File: src/rtl/gdpc_pkg.sv
// Constants, types and helpers shared by the gate driver protection register bank
package gdpc_pkg;

  // ************************************************************
  // Clock, bus and counter widths
  // ************************************************************
  localparam int CLK_PERIOD_NS = 10;
  localparam int ADDR_W = 8;
  localparam int DATA_W = 8;
  localparam int DEG_W = 12;
  localparam int RETRY_W = 20;

  // ************************************************************
  // Register offsets
  // ************************************************************
  localparam logic [7:0] OFS_FAULT_CLEAR = 8'h04;
  localparam logic [7:0] OFS_LOCK_FAULT = 8'h0D;
  localparam logic [7:0] OFS_OC_MODE = 8'h0E;
  localparam logic [7:0] OFS_AMP_GAIN = 8'h0F;
  localparam logic [7:0] OFS_THRESH_CAL = 8'h10;
  localparam logic [7:0] OFS_AMP_CAL = 8'h11;
  localparam logic [7:0] OFS_IRQ_STATUS = 8'h12;
  localparam logic [7:0] OFS_IRQ_ENABLE = 8'h13;
  localparam logic [7:0] OFS_IRQ_CLEAR = 8'h14;

  // ************************************************************
  // Reset values
  // ************************************************************
  localparam logic [7:0] RST_LOCK_FAULT = 8'h61;
  localparam logic [7:0] RST_OC_MODE = 8'h00;
  localparam logic [7:0] RST_AMP_GAIN = 8'h2A;
  localparam logic [7:0] RST_THRESH_CAL = 8'h7F;
  localparam logic [7:0] RST_AMP_CAL = 8'h00;
  localparam logic [4:0] RST_IRQ = 5'h00;

  // ************************************************************
  // Field positions and codes
  // ************************************************************
  localparam int LOCK_MSB = 7;
  localparam int LOCK_LSB = 5;
  localparam logic [2:0] LOCK_CODE = 3'h6;
  localparam logic [2:0] UNLOCK_CODE = 3'h3;
  localparam int PUMP_UV_OFF_BIT = 4;
  localparam int GATE_FAULT_OFF_BIT = 3;
  localparam int DEG_MSB = 2;
  localparam int FAULT_CLEAR_BIT = 7;
  localparam int OTW_REPORT_BIT = 6;
  localparam int CBC_BIT = 5;
  localparam int DS_OFF_C_BIT = 4;
  localparam int DS_OFF_A_BIT = 2;
  localparam int OC_MODE_MSB = 1;
  localparam int LS_GND_REF_BIT = 7;
  localparam int SENSE_DRAIN_BIT = 6;
  localparam int CAL_MODE_BIT = 7;
  localparam int REF_DIV_BIT = 6;
  localparam int CAL_MSB = 2;

  typedef enum logic [1:0] {
    OC_LATCHED,
    OC_RETRY,
    OC_REPORT_ONLY,
    OC_IGNORE
  } gdpc_oc_mode_t;

  // Status bit positions
  localparam int IRQ_OC_TRIP = 0;
  localparam int IRQ_WRITE_DROP = 1;
  localparam int IRQ_PUMP_UV = 2;
  localparam int IRQ_GATE_FAULT = 3;
  localparam int IRQ_OTW = 4;
  localparam int IRQ_W = 5;

  // ************************************************************
  // Timing
  // ************************************************************
  localparam int DEG0_NS = 2500;
  localparam int DEG1_NS = 4750;
  localparam int DEG2_NS = 6750;
  localparam int DEG3_NS = 8750;
  localparam int DEG4_NS = 10250;
  localparam int DEG5_NS = 11500;
  localparam int DEG6_NS = 16500;
  localparam int DEG7_NS = 20500;
  localparam int RETRY_TIME_US = 4000;
  localparam int RETRY_CYCLES_DEF = (RETRY_TIME_US * 1000) / CLK_PERIOD_NS;

  // Least time rounds up to whole cycles
  function automatic logic [DEG_W-1:0] gdpc_cyc(input int t_ns);
    return DEG_W'((t_ns + CLK_PERIOD_NS - 1) / CLK_PERIOD_NS);
  endfunction

  function automatic logic [DEG_W-1:0] gdpc_deg_cycles(input logic [2:0] sel);
    logic [DEG_W-1:0] c;
    c = gdpc_cyc(DEG0_NS);
    case (sel)
      3'h1: c = gdpc_cyc(DEG1_NS);
      3'h2: c = gdpc_cyc(DEG2_NS);
      3'h3: c = gdpc_cyc(DEG3_NS);
      3'h4: c = gdpc_cyc(DEG4_NS);
      3'h5: c = gdpc_cyc(DEG5_NS);
      3'h6: c = gdpc_cyc(DEG6_NS);
      3'h7: c = gdpc_cyc(DEG7_NS);
      default: c = gdpc_cyc(DEG0_NS);
    endcase
    return c;
  endfunction

  // ************************************************************
  // Analog configuration carried out to the sense amplifiers
  // ************************************************************
  typedef struct packed {
    logic low_side_ground_reference;
    logic sense_input_from_drain;
    logic [1:0] amp_gain_c;
    logic [1:0] amp_gain_b;
    logic [1:0] amp_gain_a;
    logic cal_auto_mode;
    logic ref_half;
    logic [1:0] sense_trip_level_c;
    logic [1:0] sense_trip_level_b;
    logic [1:0] sense_trip_level_a;
  } gdpc_sense_cfg_t;

endpackage

File: src/rtl/gdpc_regs.sv
// Gate driver protection configuration register bank with overcurrent handling
`timescale 1ns/100ps

module gdpc_regs
  import gdpc_pkg::*;
#(
  parameter int RETRY_CYCLES = RETRY_CYCLES_DEF
) (
  input wire logic clk_i,
  input wire logic nrst_i,
  input wire logic [ADDR_W-1:0] addr_i,
  input wire logic [DATA_W-1:0] wdata_i,
  input wire logic wr_i,
  input wire logic rd_i,
  output logic [DATA_W-1:0] rdata_o,
  input wire logic [2:0] drain_source_overcurrent_i,
  input wire logic [2:0] resistor_overcurrent_i,
  input wire logic [2:0] pwm_i,
  input wire logic pump_undervolt_i,
  input wire logic gate_fault_i,
  input wire logic overtemp_warn_i,
  output logic fault_output_pin_n_o,
  output logic gate_shutdown_o,
  output logic [5:0] oc_fault_o,
  output logic [2:0] drain_source_monitor_en_o,
  output gdpc_sense_cfg_t sense_cfg_o,
  output logic [2:0] amp_short_inputs_o,
  output logic [2:0] amp_auto_cal_start_o,
  output logic locked_o,
  output logic irq_o
);

  // ************************************************************
  // Storage
  // ************************************************************
  logic locked_reg;
  logic [4:0] lock_fault_reg;
  logic [7:0] oc_mode_reg;
  logic [7:0] amp_gain_reg;
  logic [7:0] thresh_cal_reg;
  logic [2:0] amp_cal_reg;
  logic [IRQ_W-1:0] irq_status_reg;
  logic [IRQ_W-1:0] irq_enable_reg;
  logic [DATA_W-1:0] rdata_reg;
  logic [2:0] pwm_prev_reg;
  logic [5:0] oc_fault_reg;
  logic gate_fault_reg;
  logic [RETRY_W-1:0] retry_cnt_reg;

  // ************************************************************
  // Address decode
  // ************************************************************
  wire hit_clear = (addr_i == OFS_FAULT_CLEAR);
  wire hit_lock = (addr_i == OFS_LOCK_FAULT);
  wire hit_mode = (addr_i == OFS_OC_MODE);
  wire hit_gain = (addr_i == OFS_AMP_GAIN);
  wire hit_thr = (addr_i == OFS_THRESH_CAL);
  wire hit_cal = (addr_i == OFS_AMP_CAL);
  wire hit_ist = (addr_i == OFS_IRQ_STATUS);
  wire hit_ien = (addr_i == OFS_IRQ_ENABLE);
  wire hit_icl = (addr_i == OFS_IRQ_CLEAR);

  wire [2:0] lock_code = wdata_i[LOCK_MSB:LOCK_LSB];
  wire cfg_wr_ok = wr_i && !locked_reg;
  wire wr_lock_cfg = cfg_wr_ok && hit_lock;
  wire wr_mode = cfg_wr_ok && hit_mode;
  wire wr_gain = cfg_wr_ok && hit_gain;
  wire wr_thr = cfg_wr_ok && hit_thr;
  wire wr_cal = cfg_wr_ok && hit_cal;
  wire wr_ien = cfg_wr_ok && hit_ien;
  wire wr_icl = wr_i && hit_icl;
  wire fault_clear = wr_i && hit_clear && wdata_i[FAULT_CLEAR_BIT];
  wire write_dropped = wr_i && locked_reg && (hit_mode || hit_gain || hit_thr || hit_cal || hit_ien);

  // ************************************************************
  // Lock state
  // ************************************************************
  wire do_lock = wr_i && hit_lock && !locked_reg && (lock_code == LOCK_CODE);
  wire do_unlock = wr_i && hit_lock && locked_reg && (lock_code == UNLOCK_CODE);
  wire locked_next = do_lock ? 1'b1 : (do_unlock ? 1'b0 : locked_reg);
  wire [2:0] lock_field = locked_reg ? LOCK_CODE : UNLOCK_CODE;

  // ************************************************************
  // Field decode
  // ************************************************************
  wire pump_uv_off = lock_fault_reg[PUMP_UV_OFF_BIT];
  wire gate_fault_off = lock_fault_reg[GATE_FAULT_OFF_BIT];
  wire [2:0] deg_sel = lock_fault_reg[DEG_MSB:0];
  wire [DEG_W-1:0] deg_limit = gdpc_deg_cycles(deg_sel);
  wire otw_report = oc_mode_reg[OTW_REPORT_BIT];
  wire cbc_en = oc_mode_reg[CBC_BIT];
  wire [2:0] ds_off = oc_mode_reg[DS_OFF_C_BIT:DS_OFF_A_BIT];
  gdpc_oc_mode_t oc_mode;
  assign oc_mode = gdpc_oc_mode_t'(oc_mode_reg[OC_MODE_MSB:0]);
  wire cal_auto = thresh_cal_reg[CAL_MODE_BIT];

  // Drain input select forces the ground reference bit when written
  wire [7:0] gain_wdata = {wdata_i[LS_GND_REF_BIT] | wdata_i[SENSE_DRAIN_BIT], wdata_i[6:0]};

  // ************************************************************
  // Overcurrent deglitch, one channel per source
  // ************************************************************
  wire [5:0] oc_raw = {resistor_overcurrent_i, drain_source_overcurrent_i & ~ds_off};
  wire [5:0] oc_trip;
  wire oc_accept = (oc_mode != OC_IGNORE);

  genvar g;
  generate
    for (g = 0; g < 6; g = g + 1) begin : g_deg
      logic [DEG_W-1:0] cnt_reg;
      wire [DEG_W-1:0] cnt_next;
      // Count only while the condition holds without a break
      assign cnt_next = !oc_raw[g] ? '0 : ((cnt_reg == deg_limit) ? cnt_reg : DEG_W'(cnt_reg + 1'b1));
      assign oc_trip[g] = oc_raw[g] && (cnt_reg == DEG_W'(deg_limit - 1'b1));
      always_ff @(posedge clk_i or negedge nrst_i) begin
        if (!nrst_i) begin
          cnt_reg <= '0;
        end else begin
          cnt_reg <= cnt_next;
        end
      end
    end
  endgenerate

  // ************************************************************
  // Fault latching, retry and cycle-by-cycle clearing
  // ************************************************************
  wire pwm_edge = |(pwm_i & ~pwm_prev_reg);
  wire in_retry = (oc_mode == OC_RETRY);
  wire retry_busy = in_retry && (|oc_fault_reg);
  wire retry_done = retry_busy && (retry_cnt_reg == RETRY_W'(RETRY_CYCLES - 1));
  wire cbc_clear = in_retry && cbc_en && pwm_edge;
  wire oc_clear = fault_clear || retry_done || cbc_clear;
  wire [5:0] oc_set = oc_accept ? oc_trip : 6'h00;
  // A trip in the clearing cycle still sets the fault
  wire [5:0] oc_fault_next = oc_set | (oc_fault_reg & ~{6{oc_clear}});
  wire [RETRY_W-1:0] retry_next = (!retry_busy || retry_done) ? '0 : RETRY_W'(retry_cnt_reg + 1'b1);

  wire pump_uv_fault = pump_undervolt_i && !pump_uv_off;
  wire gate_set = gate_fault_i && !gate_fault_off;
  wire gate_fault_next = gate_set | (gate_fault_reg & ~fault_clear);
  wire otw_fault = overtemp_warn_i && otw_report;

  // Latched and retry modes act, report-only does not
  wire oc_acts = (oc_mode == OC_LATCHED) || (oc_mode == OC_RETRY);
  wire any_oc = |oc_fault_reg;
  wire fault_any = any_oc || pump_uv_fault || gate_fault_reg || otw_fault;

  // ************************************************************
  // Interrupt status
  // ************************************************************
  wire [IRQ_W-1:0] irq_event;
  assign irq_event[IRQ_OC_TRIP] = |oc_set;
  assign irq_event[IRQ_WRITE_DROP] = write_dropped;
  assign irq_event[IRQ_PUMP_UV] = pump_uv_fault;
  assign irq_event[IRQ_GATE_FAULT] = gate_set;
  assign irq_event[IRQ_OTW] = overtemp_warn_i;
  wire [IRQ_W-1:0] irq_clr = wr_icl ? wdata_i[IRQ_W-1:0] : '0;
  wire [IRQ_W-1:0] irq_status_next = irq_event | (irq_status_reg & ~irq_clr);

  // ************************************************************
  // Read mux
  // ************************************************************
  wire [DATA_W-1:0] rd_value =
    hit_lock ? {lock_field, lock_fault_reg} :
    hit_mode ? oc_mode_reg :
    hit_gain ? amp_gain_reg :
    hit_thr ? thresh_cal_reg :
    hit_cal ? {5'h00, amp_cal_reg} :
    hit_ist ? {3'h0, irq_status_reg} :
    hit_ien ? {3'h0, irq_enable_reg} :
    8'h00;
  wire [DATA_W-1:0] rdata_next = rd_i ? rd_value : 8'h00;

  // ************************************************************
  // Register updates
  // ************************************************************
  always_ff @(posedge clk_i or negedge nrst_i) begin
    if (!nrst_i) begin
      locked_reg <= 1'b0;
      lock_fault_reg <= RST_LOCK_FAULT[4:0];
      oc_mode_reg <= RST_OC_MODE;
      amp_gain_reg <= RST_AMP_GAIN;
      thresh_cal_reg <= RST_THRESH_CAL;
      amp_cal_reg <= RST_AMP_CAL[2:0];
    end else begin
      locked_reg <= locked_next;
      if (wr_lock_cfg) begin
        lock_fault_reg <= wdata_i[4:0];
      end
      if (wr_mode) begin
        oc_mode_reg <= wdata_i;
      end
      if (wr_gain) begin
        amp_gain_reg <= gain_wdata;
      end
      if (wr_thr) begin
        thresh_cal_reg <= wdata_i;
      end
      if (wr_cal) begin
        amp_cal_reg <= wdata_i[CAL_MSB:0];
      end
    end
  end

  always_ff @(posedge clk_i or negedge nrst_i) begin
    if (!nrst_i) begin
      irq_status_reg <= RST_IRQ;
      irq_enable_reg <= RST_IRQ;
      rdata_reg <= 8'h00;
    end else begin
      irq_status_reg <= irq_status_next;
      if (wr_ien) begin
        irq_enable_reg <= wdata_i[IRQ_W-1:0];
      end
      rdata_reg <= rdata_next;
    end
  end

  always_ff @(posedge clk_i or negedge nrst_i) begin
    if (!nrst_i) begin
      pwm_prev_reg <= 3'h0;
      oc_fault_reg <= 6'h00;
      gate_fault_reg <= 1'b0;
      retry_cnt_reg <= '0;
    end else begin
      pwm_prev_reg <= pwm_i;
      oc_fault_reg <= oc_fault_next;
      gate_fault_reg <= gate_fault_next;
      retry_cnt_reg <= retry_next;
    end
  end

  // ************************************************************
  // Outputs
  // ************************************************************
  assign rdata_o = rdata_reg;
  assign locked_o = locked_reg;
  assign oc_fault_o = oc_fault_reg;
  assign fault_output_pin_n_o = !fault_any;
  assign gate_shutdown_o = (any_oc && oc_acts) || pump_uv_fault || gate_fault_reg;
  assign drain_source_monitor_en_o = ~ds_off;
  assign irq_o = |(irq_status_reg & irq_enable_reg);

  assign sense_cfg_o.low_side_ground_reference = amp_gain_reg[LS_GND_REF_BIT];
  assign sense_cfg_o.sense_input_from_drain = amp_gain_reg[SENSE_DRAIN_BIT];
  assign sense_cfg_o.amp_gain_c = amp_gain_reg[5:4];
  assign sense_cfg_o.amp_gain_b = amp_gain_reg[3:2];
  assign sense_cfg_o.amp_gain_a = amp_gain_reg[1:0];
  assign sense_cfg_o.cal_auto_mode = cal_auto;
  assign sense_cfg_o.ref_half = thresh_cal_reg[REF_DIV_BIT];
  assign sense_cfg_o.sense_trip_level_c = thresh_cal_reg[5:4];
  assign sense_cfg_o.sense_trip_level_b = thresh_cal_reg[3:2];
  assign sense_cfg_o.sense_trip_level_a = thresh_cal_reg[1:0];

  assign amp_short_inputs_o = cal_auto ? 3'h0 : amp_cal_reg;
  assign amp_auto_cal_start_o = cal_auto ? amp_cal_reg : 3'h0;

endmodule

File: config.mk
export PLATFORM = sky130hd
export DESIGN_NAME = gdpc_regs
export DESIGN_NICKNAME = d
export VERILOG_FILES = /design/src/rtl/gdpc_pkg.sv /design/src/rtl/gdpc_regs.sv
export SDC_FILE = /design/constraint.sdc
export NUM_CORES = 1
export LEC_CHECK = 0
export BUFFER_PORTS_ARGS = -buffer_cell sky130_fd_sc_hd__buf_2
export CORE_ASPECT_RATIO = 0.8
export CORE_MARGIN = 2
export CORE_UTILIZATION = 45
export DETAILED_ROUTE_END_ITERATION = 10
export HOLD_SLACK_MARGIN = 0.03
export SETUP_SLACK_MARGIN = 0.4
export SYNTH_ARGS = -nofsm -noshare
export SYNTH_HDL_FRONTEND = slang
export SYNTH_SLANG_ARGS = --single-unit
File: constraint.sdc
create_clock -name clk_i -period 4.3 [get_ports clk_i]
set_input_delay 1.29 -clock clk_i [delete_from_list [all_inputs] [get_ports clk_i]]
set_output_delay 1.29 -clock clk_i [all_outputs]
set_load 0.02 [all_outputs]
* Yosys cells after proc, flatten, opt, wreduce, memory -nomap -nowiden
Index checks and enable logic that the tools add are counted.
** Storage, ports and cells
- Register bits after elaboration :: 153
- Input bits :: 32
- Output and inout bits :: 43
** Operators by class
- Add/sub/neg operators :: 8
- Eq/ne operators :: 39
- Multiplexer cells :: 29
- Bitwise operators :: 15
- Reduce and logical (&&, ||, !) cells :: 55
** Operators by type and width (count)
- $eq A12 B12 Y1 :: 12
- $mux W12 :: 12
- $pmux W12 S7 :: 1
- $add A12 B1 Y12 const B :: 6
- $eq A8 B5 Y1 const B :: 5
- $mux W8 :: 5
- $logic_and A1 B1 Y1 :: 31
- $eq A8 B4 Y1 const B :: 3
- $add A20 B1 Y20 const B :: 1
- $eq A20 B19 Y1 const B :: 1
- $mux W20 :: 1
- $mux W5 :: 4
- $eq A3 B3 Y1 const B :: 5
- $ne A2 B2 Y1 const B :: 7
- $logic_or A1 B1 Y1 :: 13
- $reduce_or A6 Y1 :: 2
- $sub A12 B1 Y12 const B :: 1
- $and A5 B5 Y5 :: 2
- $eq A3 B2 Y1 const B :: 3
- $mux W3 :: 3
- $eq A8 B3 Y1 const B :: 1
- $and A3 B3 Y3 :: 2
- $and A6 B6 Y6 :: 1
- $mux W6 :: 1
- other kinds (16) :: 23

* Logic depth before layout (Yosys ltp)
Gate-level depths: netlist (run 1).
- Word-level depth :: 9
- Depth in mapped cells :: 16
- Depth with buffers taken out :: 11

* Worst setup path before layout (run 1)
Ideal clock, no wire load.
- Path type :: input port to output port
- Start :: input port pump_undervolt_i
- End :: output port fault_output_pin_n_o
- Data arrival time :: 2.549 ns
- Required time :: 3.010 ns
- Setup slack :: 0.461 ns
- Stages :: 2
- Buffers on the path :: 0
- Cells stage by stage :: nor2b_1 -> a2111oi_0
** On the way
- Cells in the longest elaborated chain, start to end :: 5
** Ends and longest elaborated chain
- start, declared :: RTL line gdpc_regs.sv:19 : input wire logic pump_undervolt_i,
- $logic_and A1 B1 Y1 :: RTL line gdpc_regs.sv:139 : wire pump_uv_fault = pump_undervolt_i && !pump_uv_off;
- $logic_or A1 B1 Y1 (3 in a row) :: RTL line gdpc_regs.sv:147 : wire fault_any = any_oc || pump_uv_fault || gate_fault_reg || otw_fault;
- $logic_not A1 Y1 :: RTL line gdpc_regs.sv:240 : assign fault_output_pin_n_o = !fault_any;
- end, declared :: RTL line gdpc_regs.sv:22 : output logic fault_output_pin_n_o,
Every way passes these cells.

* Worst setup path in the final report (run 1)
- Start :: register lock_fault_reg[0]
- End :: register irq_status_reg[0]
** On the way
- Cells in the longest elaborated chain, start to end :: 8
** Ends and longest elaborated chain
- start, declared :: RTL line gdpc_regs.sv:37 : logic [4:0] lock_fault_reg;
- start signal, assigned :: RTL line gdpc_regs.sv:181 : lock_fault_reg <= RST_LOCK_FAULT[4:0];
- start signal, assigned :: RTL line gdpc_regs.sv:189 : lock_fault_reg <= wdata_i[4:0];
- $eq A3 B3 Y1, or another cell as far along :: RTL line gdpc_pkg.sv:95 : case (sel)
- $pmux W12 S7 (*) :: RTL line gdpc_pkg.sv:95
- $sub A12 B1 Y12 (*) :: RTL line gdpc_regs.sv:114 : assign oc_trip[g] = oc_raw[g] && (cnt_reg == DEG_W'(deg_limit - 1'b1));
- $eq A12 B12 Y1 :: RTL line gdpc_regs.sv:114
- $logic_and A1 B1 Y1 :: RTL line gdpc_regs.sv:114
- $mux W6 (*) :: RTL line gdpc_regs.sv:134 : wire [5:0] oc_set = oc_accept ? oc_trip : 6'h00;
- $reduce_or A6 Y1 (*) :: RTL line gdpc_regs.sv:153 : assign irq_event[IRQ_OC_TRIP] = |oc_set;
- $or A5 B5 Y5 (*) :: RTL line gdpc_regs.sv:159 : wire [IRQ_W-1:0] irq_status_next = irq_event | (irq_status_reg & ~irq_clr);
- via irq_status_next[0] :: RTL line gdpc_regs.sv:159
- end signal, assigned :: RTL line gdpc_regs.sv:212 : irq_status_reg <= irq_status_next;
- end, declared :: RTL line gdpc_regs.sv:42 : logic [IRQ_W-1:0] irq_status_reg;
The timed path passes the listed nets; every way through them passes the cells marked *.
A chain may end at the register's enable or synchronous reset.

==> out/qor.yml, run 1 <==
ant_nets: 0
cp-end-kind: "flop"
drc_errors: 0
r2r.worst_path.cells: 8
relSlewSlack: 0.420
rrSetupSlack_ns: 0.57
yosys_warnings: 0
period_share: 0.868
io_pins: 75
num_antenna_cells: 0
required_ns: 4.62
syn_nets: 1245
ys_seq_area_frac: 0.364
root_buffer: "clkbuf_16"
syn_inst: 1205
synth_edf_count: 0
fill_cells: 2190
die_area_mm2: 0.0247
place_congestion: 0.881
whs_ns: 0.509
dpl.hpwl_um: 20400
clock_latency_ns: 0.45
grt_overflow_total: 0
core.rowCount: 50
vdd_drop_max_v: 0.000285
drt_iter0_drc: 833
hp-start: "gate_fault_reg"
status: "finished, final reports clean"
cp_cell_sequence: "buf_4, nand2b_1, o221ai_1, and3_1, a211oi_1, nor4_1, or4_1, or4_1"
startpoint_type: "flop"
io_buffers: 74
htree_levels: 4
wl_per_cell_um: 18.7
rsz0062_at_grt: "yes"
largest_reg_flops: 72
hold_path_end: "gate_fault_reg"
syn_area_mm2: 0.0105
postCtsSetupBuffers: 0
die_w_um: 175
fmax_mhz: 268
slowest_delay_ns: 0.75
vias_per_cell: 5.84
max_cap_violations: 0
worst-setup-path-type: "flop to flop"
cts_tree: "yes"
ctsResizeCount: 1
clk_pin_slew_worst_paths_ns: 0.06
hold_path_depth: 1
die_h_um: 141
yosysUniqueCellTypes: 83
slew_viol_final: 0
grt_max_degree: 61
antenna_found_initial: 0
worst-slew-pin-transition_ns: 0.868
setup_viol_count_final: 0
numCtsBuffers: 17
p_per_area_mw_per_mm2: 325
r2r_start: "lock_fault_reg[0]"
skew_ns: 0.0110
total_leakage_power_nw: 5.03
cts_buffer_depth: 2
track_usage: 0.242
initial_utilization: 0.454
crit_slowest_cell: "dfstp_4"
cp_max_fo: 60
synth-seq-cells: 153
r2r_end: "irq_status_reg[0]"
grt_pass1_vias: 8489
dr.pass1.iters: 5
wirelength_um: 28900
core_mm2: 0.0232
async_flop_share: 1.00
crit_buf_inv: 1
synth_flop_cell: "dfrtp_1"
avgSynthCellArea_um2: 8.75
min_period_ns: 3.73
vias: 9052
cp_common_cell: "or4_1"
layout-drive-gt1-share: 0.165
worstPathArrival_ns: 4.05
final_net_count: 1265
cp_top_family: "simple AND/OR/NAND/NOR gates"
hold_viol_final: 0
clock_sinks: 153
tns_ns: 0
cts-hold-fix-buffers: 0
hp-class: "flop to flop"
grt_pass1_wl_um: 47300
synthToLayoutAreaGrowth_pct: 10.6
==> report_power, final <==
part	leakage [nW]	internal, mW	switching (mW)
clock network	0.285	0.906	0.657
registers	2.04	1.49	0.0834
logic	2.71	0.254	0.393
==> stage by stage <==
| stage | util | area [um2] | total power, mW | std cells | setup WS [ns] |
|---|---|---|---|---|---|
| 6_report | 0.502 | 11700 | 3.79 | 1550 | 0.567 |
| 5_1_grt | 0.502 | 11700 | 3.95 | 1550 | 0.393 |
| 4_1_cts | 0.502 | 11600 | 3.81 | 1550 | 0.625 |
| 3_5_place_dp | 0.476 | 11000 | 2.24 | 1518 | 0.397 |
| 3_3_place_gp | 0.476 | 11000 | 2.24 | 1518 | 0.514 |
| 2_1_floorplan | - | 10500 | 2.03 | 1205 | 0.461 |
==> cells in the mapped netlist, drive strengths merged, types with 23 or more instances <==
library cell	count	area [um2]
a21oi	46	230
and2	38	238
and3	32	200
buf	44	274
clkbuf	55	208
dfrtp	142	3550
inv	23	86.3
mux2	36	405
nand2	86	323
nand3	68	340
nor2	108	408
nor2b	24	150
nor3	38	211
o21ai	54	270
xnor2	52	455
xor2	64	561
==> routing by layer <==
| layer | track usage | share of wire |
|---|---|---|
| met1 | 0.369 | 0.50 |
| met5 | 0 | 0 |
| met2 | 0.341 | 0.42 |
| met4 | 0.0623 | 0.015 |
| met3 | 0.0553 | 0.067 |
==> cell type report <==
class | count | area, um2 | share of cell area
Inverter | 25 | 97.6 | 0.00837
Multi-Input combinational cell | 928 | 6130 | 0.526
Timing Repair Buffer | 100 | 584 | 0.0501
Clock buffer | 20 | 467 | 0.0400
Tap cell | 312 | 390 | 0.0335
Sequential cell | 153 | 3850 | 0.330
Clock inverter | 12 | 139 | 0.0119
==> cell families (layout without fill, tap and decap cells) <==
group	after synthesis	count (layout)	share of synthesized area
simple gates	497	497	0.251
compound gates	249	249	0.161
flops	153	153	0.364
buf+inv	124	157	0.0546
xor+xnor	116	116	0.0964
mux	56	56	0.0610
fa+ha+maj	10	10	0.0115
==> how the worst max path moves through the flow <==
| stage | startpoint | to | slack, ns | cells past startpoint |
|---|---|---|---|---|
| floorplan | pump_undervolt_i | fault_output_pin_n_o | 0.46 | 2 |
| global placement | lock_fault_reg[0] | irq_status_reg[0] | 0.51 | 12 |
| detailed placement | lock_fault_reg[0] | irq_status_reg[0] | 0.40 | 12 |
| CTS | lock_fault_reg[0] | irq_status_reg[0] | 0.63 | 12 |
| global route | lock_fault_reg[0] | g_deg[2].cnt_reg[2] | 0.39 | 10 |
| finish | lock_fault_reg[0] | irq_status_reg[0] | 0.57 | 8 |
==> placed cells by master, fill, tap and decap left out, drive strengths merged, types with 14 or more instances in the layout <==
cell type  instances
xnor2             52
xor2              64
mux2i             17
mux2              36
nor2             108
clkbuf            20
nor3              38
a211oi            14
buf              100
a21oi             46
o21ai             54
nand2             86
nand2b            19
a31oi             16
nand3             68
and2              38
nor2b             24
and3              32
inv               25
dfrtp            142
No activity file was read; power rests on OpenSTA's default activity.
==> run 2: changes to the inputs <==
--- a/config.mk
+++ b/config.mk
@@ -9,9 +9,12 @@
 export CORE_ASPECT_RATIO = 0.8
 export CORE_MARGIN = 2
 export CORE_UTILIZATION = 45
+export CTS_CLUSTER_DIAMETER = 30
 export DETAILED_ROUTE_END_ITERATION = 10
 export HOLD_SLACK_MARGIN = 0.03
+export RECOVER_POWER = 25
 export SETUP_SLACK_MARGIN = 0.4
+export SLEW_MARGIN = 20
 export SYNTH_ARGS = -nofsm -noshare
 export SYNTH_HDL_FRONTEND = slang
 export SYNTH_SLANG_ARGS = --single-unit
==> run 2 against run 1 <==
The run now ends with capacitance limit, slew limit left; critical path depth unchanged; clock power about the same; die area did not move.
==> out/qor.yml, run 2 (synthesis gave the netlist of run 1 again) <==
slew_viol_final: 54
antenna_found_initial: 0
wl_per_cell_um: 18.6
cts-hold-fix-buffers: 0
grt_pass1_vias: 8489
preCtsSetupSlack_ns: 0.397
stdcell_count: 1550
required_ns: 4.61
root_buffer: "clkbuf_16"
worst-slew-pin-transition_ns: 2.62
vias: 9076
p_comb_frac: 0.171
cp_max_fo: 60
dr.pass1.iters: 5
grt_overflow_total: 0
rrSetupSlack_ns: 0.59
startpoint_type: "flop"
htree_levels: 4
io_pins: 75
core_mm2: 0.0232
initial_utilization: 0.454
num_antenna_cells: 0
largest_reg_flops: 72
core.rowCount: 50
pwr-share-clk: 0.413
cts_tree: "yes"
violations: "capacitance limit, slew limit"
netSwitchingPower_mw: 1.13
worstPathArrival_ns: 4.02
numCtsBuffers: 17
grt_pass1_wl_um: 47300
clk_pin_slew_worst_paths_ns: 0.06
ant_nets: 0
wirelength_um: 28900
cp-end-kind: "flop"
drc_errors: 0
max_cap_violations: 1
fmax_mhz: 270
die_w_um: 175
relSlewSlack: -0.744
r2r.worst_path.cells: 8
cts_buffer_depth: 2
wl_met1_um: 14300
final_net_count: 1265
seq_power_share: 0.417
track_usage: 0.242
fin_util: 0.502
rsz0062_at_grt: "yes"
place_congestion: 0.881
p_per_area_mw_per_mm2: 325
r2r_end: "irq_status_reg[0]"
die_h_um: 141
die_area_mm2: 0.0247
io_buffers: 74
synthToLayoutAreaGrowth_pct: 10.5
hp-class: "flop to flop"
total_leakage_power_nw: 5.01
cp-startpoint: "lock_fault_reg[0]"
vdd_drop_max_v: 0.000284
dpl.hpwl_um: 20400
swShare: 0.299
period_share: 0.863
layout_common_cells: "dfrtp_1, nor2_1, nand2_1, buf_2, nand3_1"
skew_ns: 0.0103
routed.top_layer: "met4"
setup_viol_count_final: 0
fin_ws_ns: 0.590
status: "finished with violations"
drt_iter0_drc: 834
hold_viol_final: 0
worst-setup-path-type: "flop to flop"
tns_ns: 0
dp.cells: 1518
layout-drive-gt1-share: 0.162
clock_latency_ns: 0.44
vias_per_cell: 5.86
min_period_ns: 3.71
clock_sinks: 153
r2r_start: "lock_fault_reg[0]"
met3_length_um: 2090
dr_wl_met2_um: 12000
grt_max_degree: 61
p_int_mw: 2.65
crit_end: "irq_status_reg[0]"
final_common_cell: "dfrtp_1"
run 2: cell count changes in the layout (fill, tap and decap cells not counted), sizes merged:
cell,previous run,this run
buf,100,96
clkdlybuf4s25,0,1
clkbuf,20,23
run 2: power groups by stage:
stage | Combinational, mW | Clock (mW) | Sequential [mW]
2_1_floorplan | 0.450 | 0 | 1.58
3_3_place_gp | 0.637 | 0 | 1.60
3_5_place_dp | 0.639 | 0 | 1.60
4_1_cts | 0.642 | 1.59 | 1.58
5_1_grt | 0.717 | 1.65 | 1.58
6_report | 0.647 | 1.56 | 1.58
run 2: critical path, stage by stage (launching register included):
cell      delay [ns]
dfstp_4         0.74
buf_4           0.52
nand2b_1        0.48
o221ai_1        0.19
and3_1          0.20
a211oi_1        0.21
nor4_1          0.13
or4_1           0.53
or4_1           0.53
run 2: what timing repair did:
| action | in CTS | in global routing |
|---|---|---|
| resized for setup | 1 | 2 |
| setup buffers | 0 | 0 |
| endpoints found under the hold margin | 0 | 0 |
| setup endpoints to repair | 1 | 5 |
| cloned | 0 | 0 |
run 2: how the worst min path moves through the flow:
stage                   start              to  slack [ns]  cells past startpoint
5_1_grt        gate_fault_reg  gate_fault_reg        0.54                      1
3_5_place_dp   gate_fault_reg  gate_fault_reg        0.49                      1
6_report       gate_fault_reg  gate_fault_reg        0.51                      1
3_3_place_gp   gate_fault_reg  gate_fault_reg        0.48                      1
2_1_floorplan  oc_mode_reg[5]  oc_mode_reg[5]        0.47                      2
4_1_cts        gate_fault_reg  gate_fault_reg        0.51                      1
run 2: layer usage:
| metal | GRT usage | vias up |
|---|---|---|
| li1 | - | 4350 |
| met1 | 0.369 | 4360 |
| met2 | 0.341 | 327 |
| met3 | 0.0553 | 39 |
| met4 | 0.0623 | 0 |
| met5 | 0 | - |
run 2: cell type report:
class                           count  area, um2
Inverter                           25       97.6
Fill cell                        2194      11600
Timing Repair Buffer              100        579
Tap cell                          312        390
Clock buffer                       20        467
Clock inverter                     12        139
Sequential cell                   153       3850
Multi-Input combinational cell    928       6130
run 2: metrics by stage:
step	power (mW)	cell area [um2]	hold slack (ns)
after floorplan	2.03	10500	0.466
after global placement	2.24	11000	0.481
after detailed placement	2.24	11000	0.494
after CTS	3.81	11600	0.508
after global routing	3.95	11700	0.537
final	3.78	11700	0.509
==> run 3: changes to the inputs <==
--- a/config.mk
+++ b/config.mk
@@ -5,6 +5,7 @@
 export SDC_FILE = /design/constraint.sdc
 export NUM_CORES = 1
 export LEC_CHECK = 0
+export ABC_AREA = 1
 export BUFFER_PORTS_ARGS = -buffer_cell sky130_fd_sc_hd__buf_2
 export CORE_ASPECT_RATIO = 0.8
 export CORE_MARGIN = 2
==> run 3 against run 2 <==
The flow still finishes with violations (capacitance limit, slew limit); sequential share of layout area rose by 1.4 points; global-route usage grew 1.7 points; sequential power about the same; combinational power up 32%; largest cell class unchanged; area after synthesis fell by 5.1%; maximum frequency grew 15%; clock skew increased by 0.0031 ns.
==> out/qor.yml, run 3 <==
status: "finished with violations"
violations: "capacitance limit, slew limit"
io_buffers: 74
numCtsBuffers: 17
crit_buf_inv: 2
layout_common_cells: "nand2_1, inv_1, dfrtp_1, nand3_1, nor2_1"
vias: 9303
r2r_end: "oc_fault_o[5]"
max_cap_violations: 1
io_pins: 75
netlist_top_cells_area: "dfrtp_1, nand2_1, nand3_1"
relSlewSlack: -0.177
worst-setup-path-type: "input port to output port"
crit_end: "fault_output_pin_n_o"
root_buffer: "clkbuf_16"
grt_pass1_wl_um: 46700
clock_latency_ns: 0.44
syn_nets: 1418
synthTopCellsByCount: "nand2_1, inv_1, dfrtp_1, nand3_1, nor2_1"
worstPathArrival_ns: 1.94
preCtsSetupSlack_ns: 1.05
drc_errors: 0
total_leakage_power_nw: 5.43
yosys_warnings: 0
die_area_mm2: 0.0235
postCtsSetupBuffers: 0
cts_buffer_depth: 2
yosysUniqueCellTypes: 53
hp-class: "flop to flop"
cp-startpoint: "pump_undervolt_i"
synth-seq-cells: 153
grt_pass1_vias: 8561
hold_viol_final: 0
largest_reg_flops: 72
die_h_um: 137
track_usage: 0.259
place_congestion: 0.929
r2r.worst_path.cells: 15
period_share: 0.751
clock_sinks: 153
vdd_drop_max_v: 0.000262
fin_util: 0.515
grt_max_degree: 69
required_ns: 3.01
die_w_um: 171
cp_top_family: "buffers and inverters"
setup_viol_count_final: 0
core.rowCount: 48
final_net_count: 1481
worst-slew-pin-transition_ns: 1.77
layout-drive-gt1-share: 0.129
min_period_ns: 3.23
synth_flop_cell: "dfrtp_1"
antenna_found_initial: 0
ant_nets: 0
multi_input_area_mm2: 0.00532
slowest_delay_ns: 0.21
num_antenna_cells: 0
avgSynthCellArea_um2: 7.26
slew_viol_final: 68
dpl.hpwl_um: 21500
ys_seq_area_frac: 0.384
r2r_start: "lock_fault_reg[1]"
cp-end-kind: "output port"
rsz0062_at_grt: "no"
wl_per_cell_um: 16.6
dp.cells: 1722
ctsResizeCount: 0
syn_inst: 1378
clk_pin_slew_worst_paths_ns: 0.06
tns_ns: 0
stdcell_count: 1754
fill_cells: 2157
skew_ns: 0.0135
core_mm2: 0.0217
async_flop_share: 1.00
synth_most_common_cell: "nand2_1"
cts_tree: "yes"
vias_per_cell: 5.30
drt_iter0_drc: 845
final_common_cell: "nand2_1"
startpoint_type: "input port"
fmax_mhz: 310
regArea_mm2: 0.00384
fin_ws_ns: 1.07
wirelength_um: 29100
crit_slowest_cell: "a21oi_1"
critical_path_depth: 5
dr.pass1.iters: 5
cp_common_cell: "buf_2"
yosys.area.top_type: "dfrtp_1"
cts-hold-fix-buffers: 0
cp_max_fo: 2
synthToLayoutAreaGrowth_pct: 11.6
syn_area_mm2: 0.0100
p_per_area_mw_per_mm2: 354
grt_overflow_total: 0
rrSetupSlack_ns: 1.09
synth_edf_count: 0
initial_utilization: 0.462
cp_cell_sequence: "buf_2, a21oi_1, nand2_1, nor2_1, buf_2"
htree_levels: 4
synth_top_area_share: 0.355
whs_ns: 0.477
run 3: cell count changes after synthesis, moves of 24 or more:
cell      before  now
and2_1        38    1
and3_1        32    1
clkbuf_1      54   19
inv_1         23  155
mux2_2        36    0
nand2_1       86  367
nand3_1       68  127
nand4_1       11   51
nor2b_1       24    0
o21ai_0       53   81
xnor2_1       52    8
run 3: kinds of logic (layout without fill, tap and decap cells):
family                     count (synthesis)  after routing  synth area share
and+or+nand+nor                          785            785             0.374
AOI/OAI and AO/OA                        161            161            0.0852
DFF                                      153            153             0.384
xor gates and xnor gates                  71             71            0.0629
adders and majority gates                  8              8            0.0100
buffers and inverters                    200            276            0.0839
run 3: layer usage:
layer  track usage  vias to the layer above  wire [um]
met4        0.0774                        0        538
met1         0.397                     4314      14500
met2         0.365                      311      12000
met3        0.0503                       41       2120
li1              -                     4637          -
met5             0                        -          0
run 3: area by class of cell:
class                   instances  area share
clock buffers                  19      0.0397
inverters                     165      0.0567
multi-input cells            1025       0.477
flip-flops and latches        153       0.344
clock inverters                13      0.0120
repair buffers                 79      0.0368
well taps                     300      0.0336
run 3: where the power goes:
part | internal, mW | switching (mW)
combinational | 0.253 | 0.598
sequential | 1.51 | 0.0927
clock | 0.828 | 0.664
run 3: per-stage QoR:
stage | power (mW) | area (um2)
5_1_grt | 4.15 | 11200
6_report | 3.95 | 11200
3_3_place_gp | 2.47 | 10600
2_1_floorplan | 2.19 | 10000
3_5_place_dp | 2.47 | 10600
4_1_cts | 3.97 | 11200
run 3: worst min path at each step:
stage | start | end | cells after the start
3_3_place_gp | retry_cnt_reg[0] | retry_cnt_reg[0] | 1
4_1_cts | retry_cnt_reg[0] | retry_cnt_reg[0] | 1
2_1_floorplan | retry_cnt_reg[0] | retry_cnt_reg[0] | 1
3_5_place_dp | retry_cnt_reg[0] | retry_cnt_reg[0] | 1
5_1_grt | retry_cnt_reg[0] | retry_cnt_reg[0] | 1
6_report | retry_cnt_reg[0] | retry_cnt_reg[0] | 1
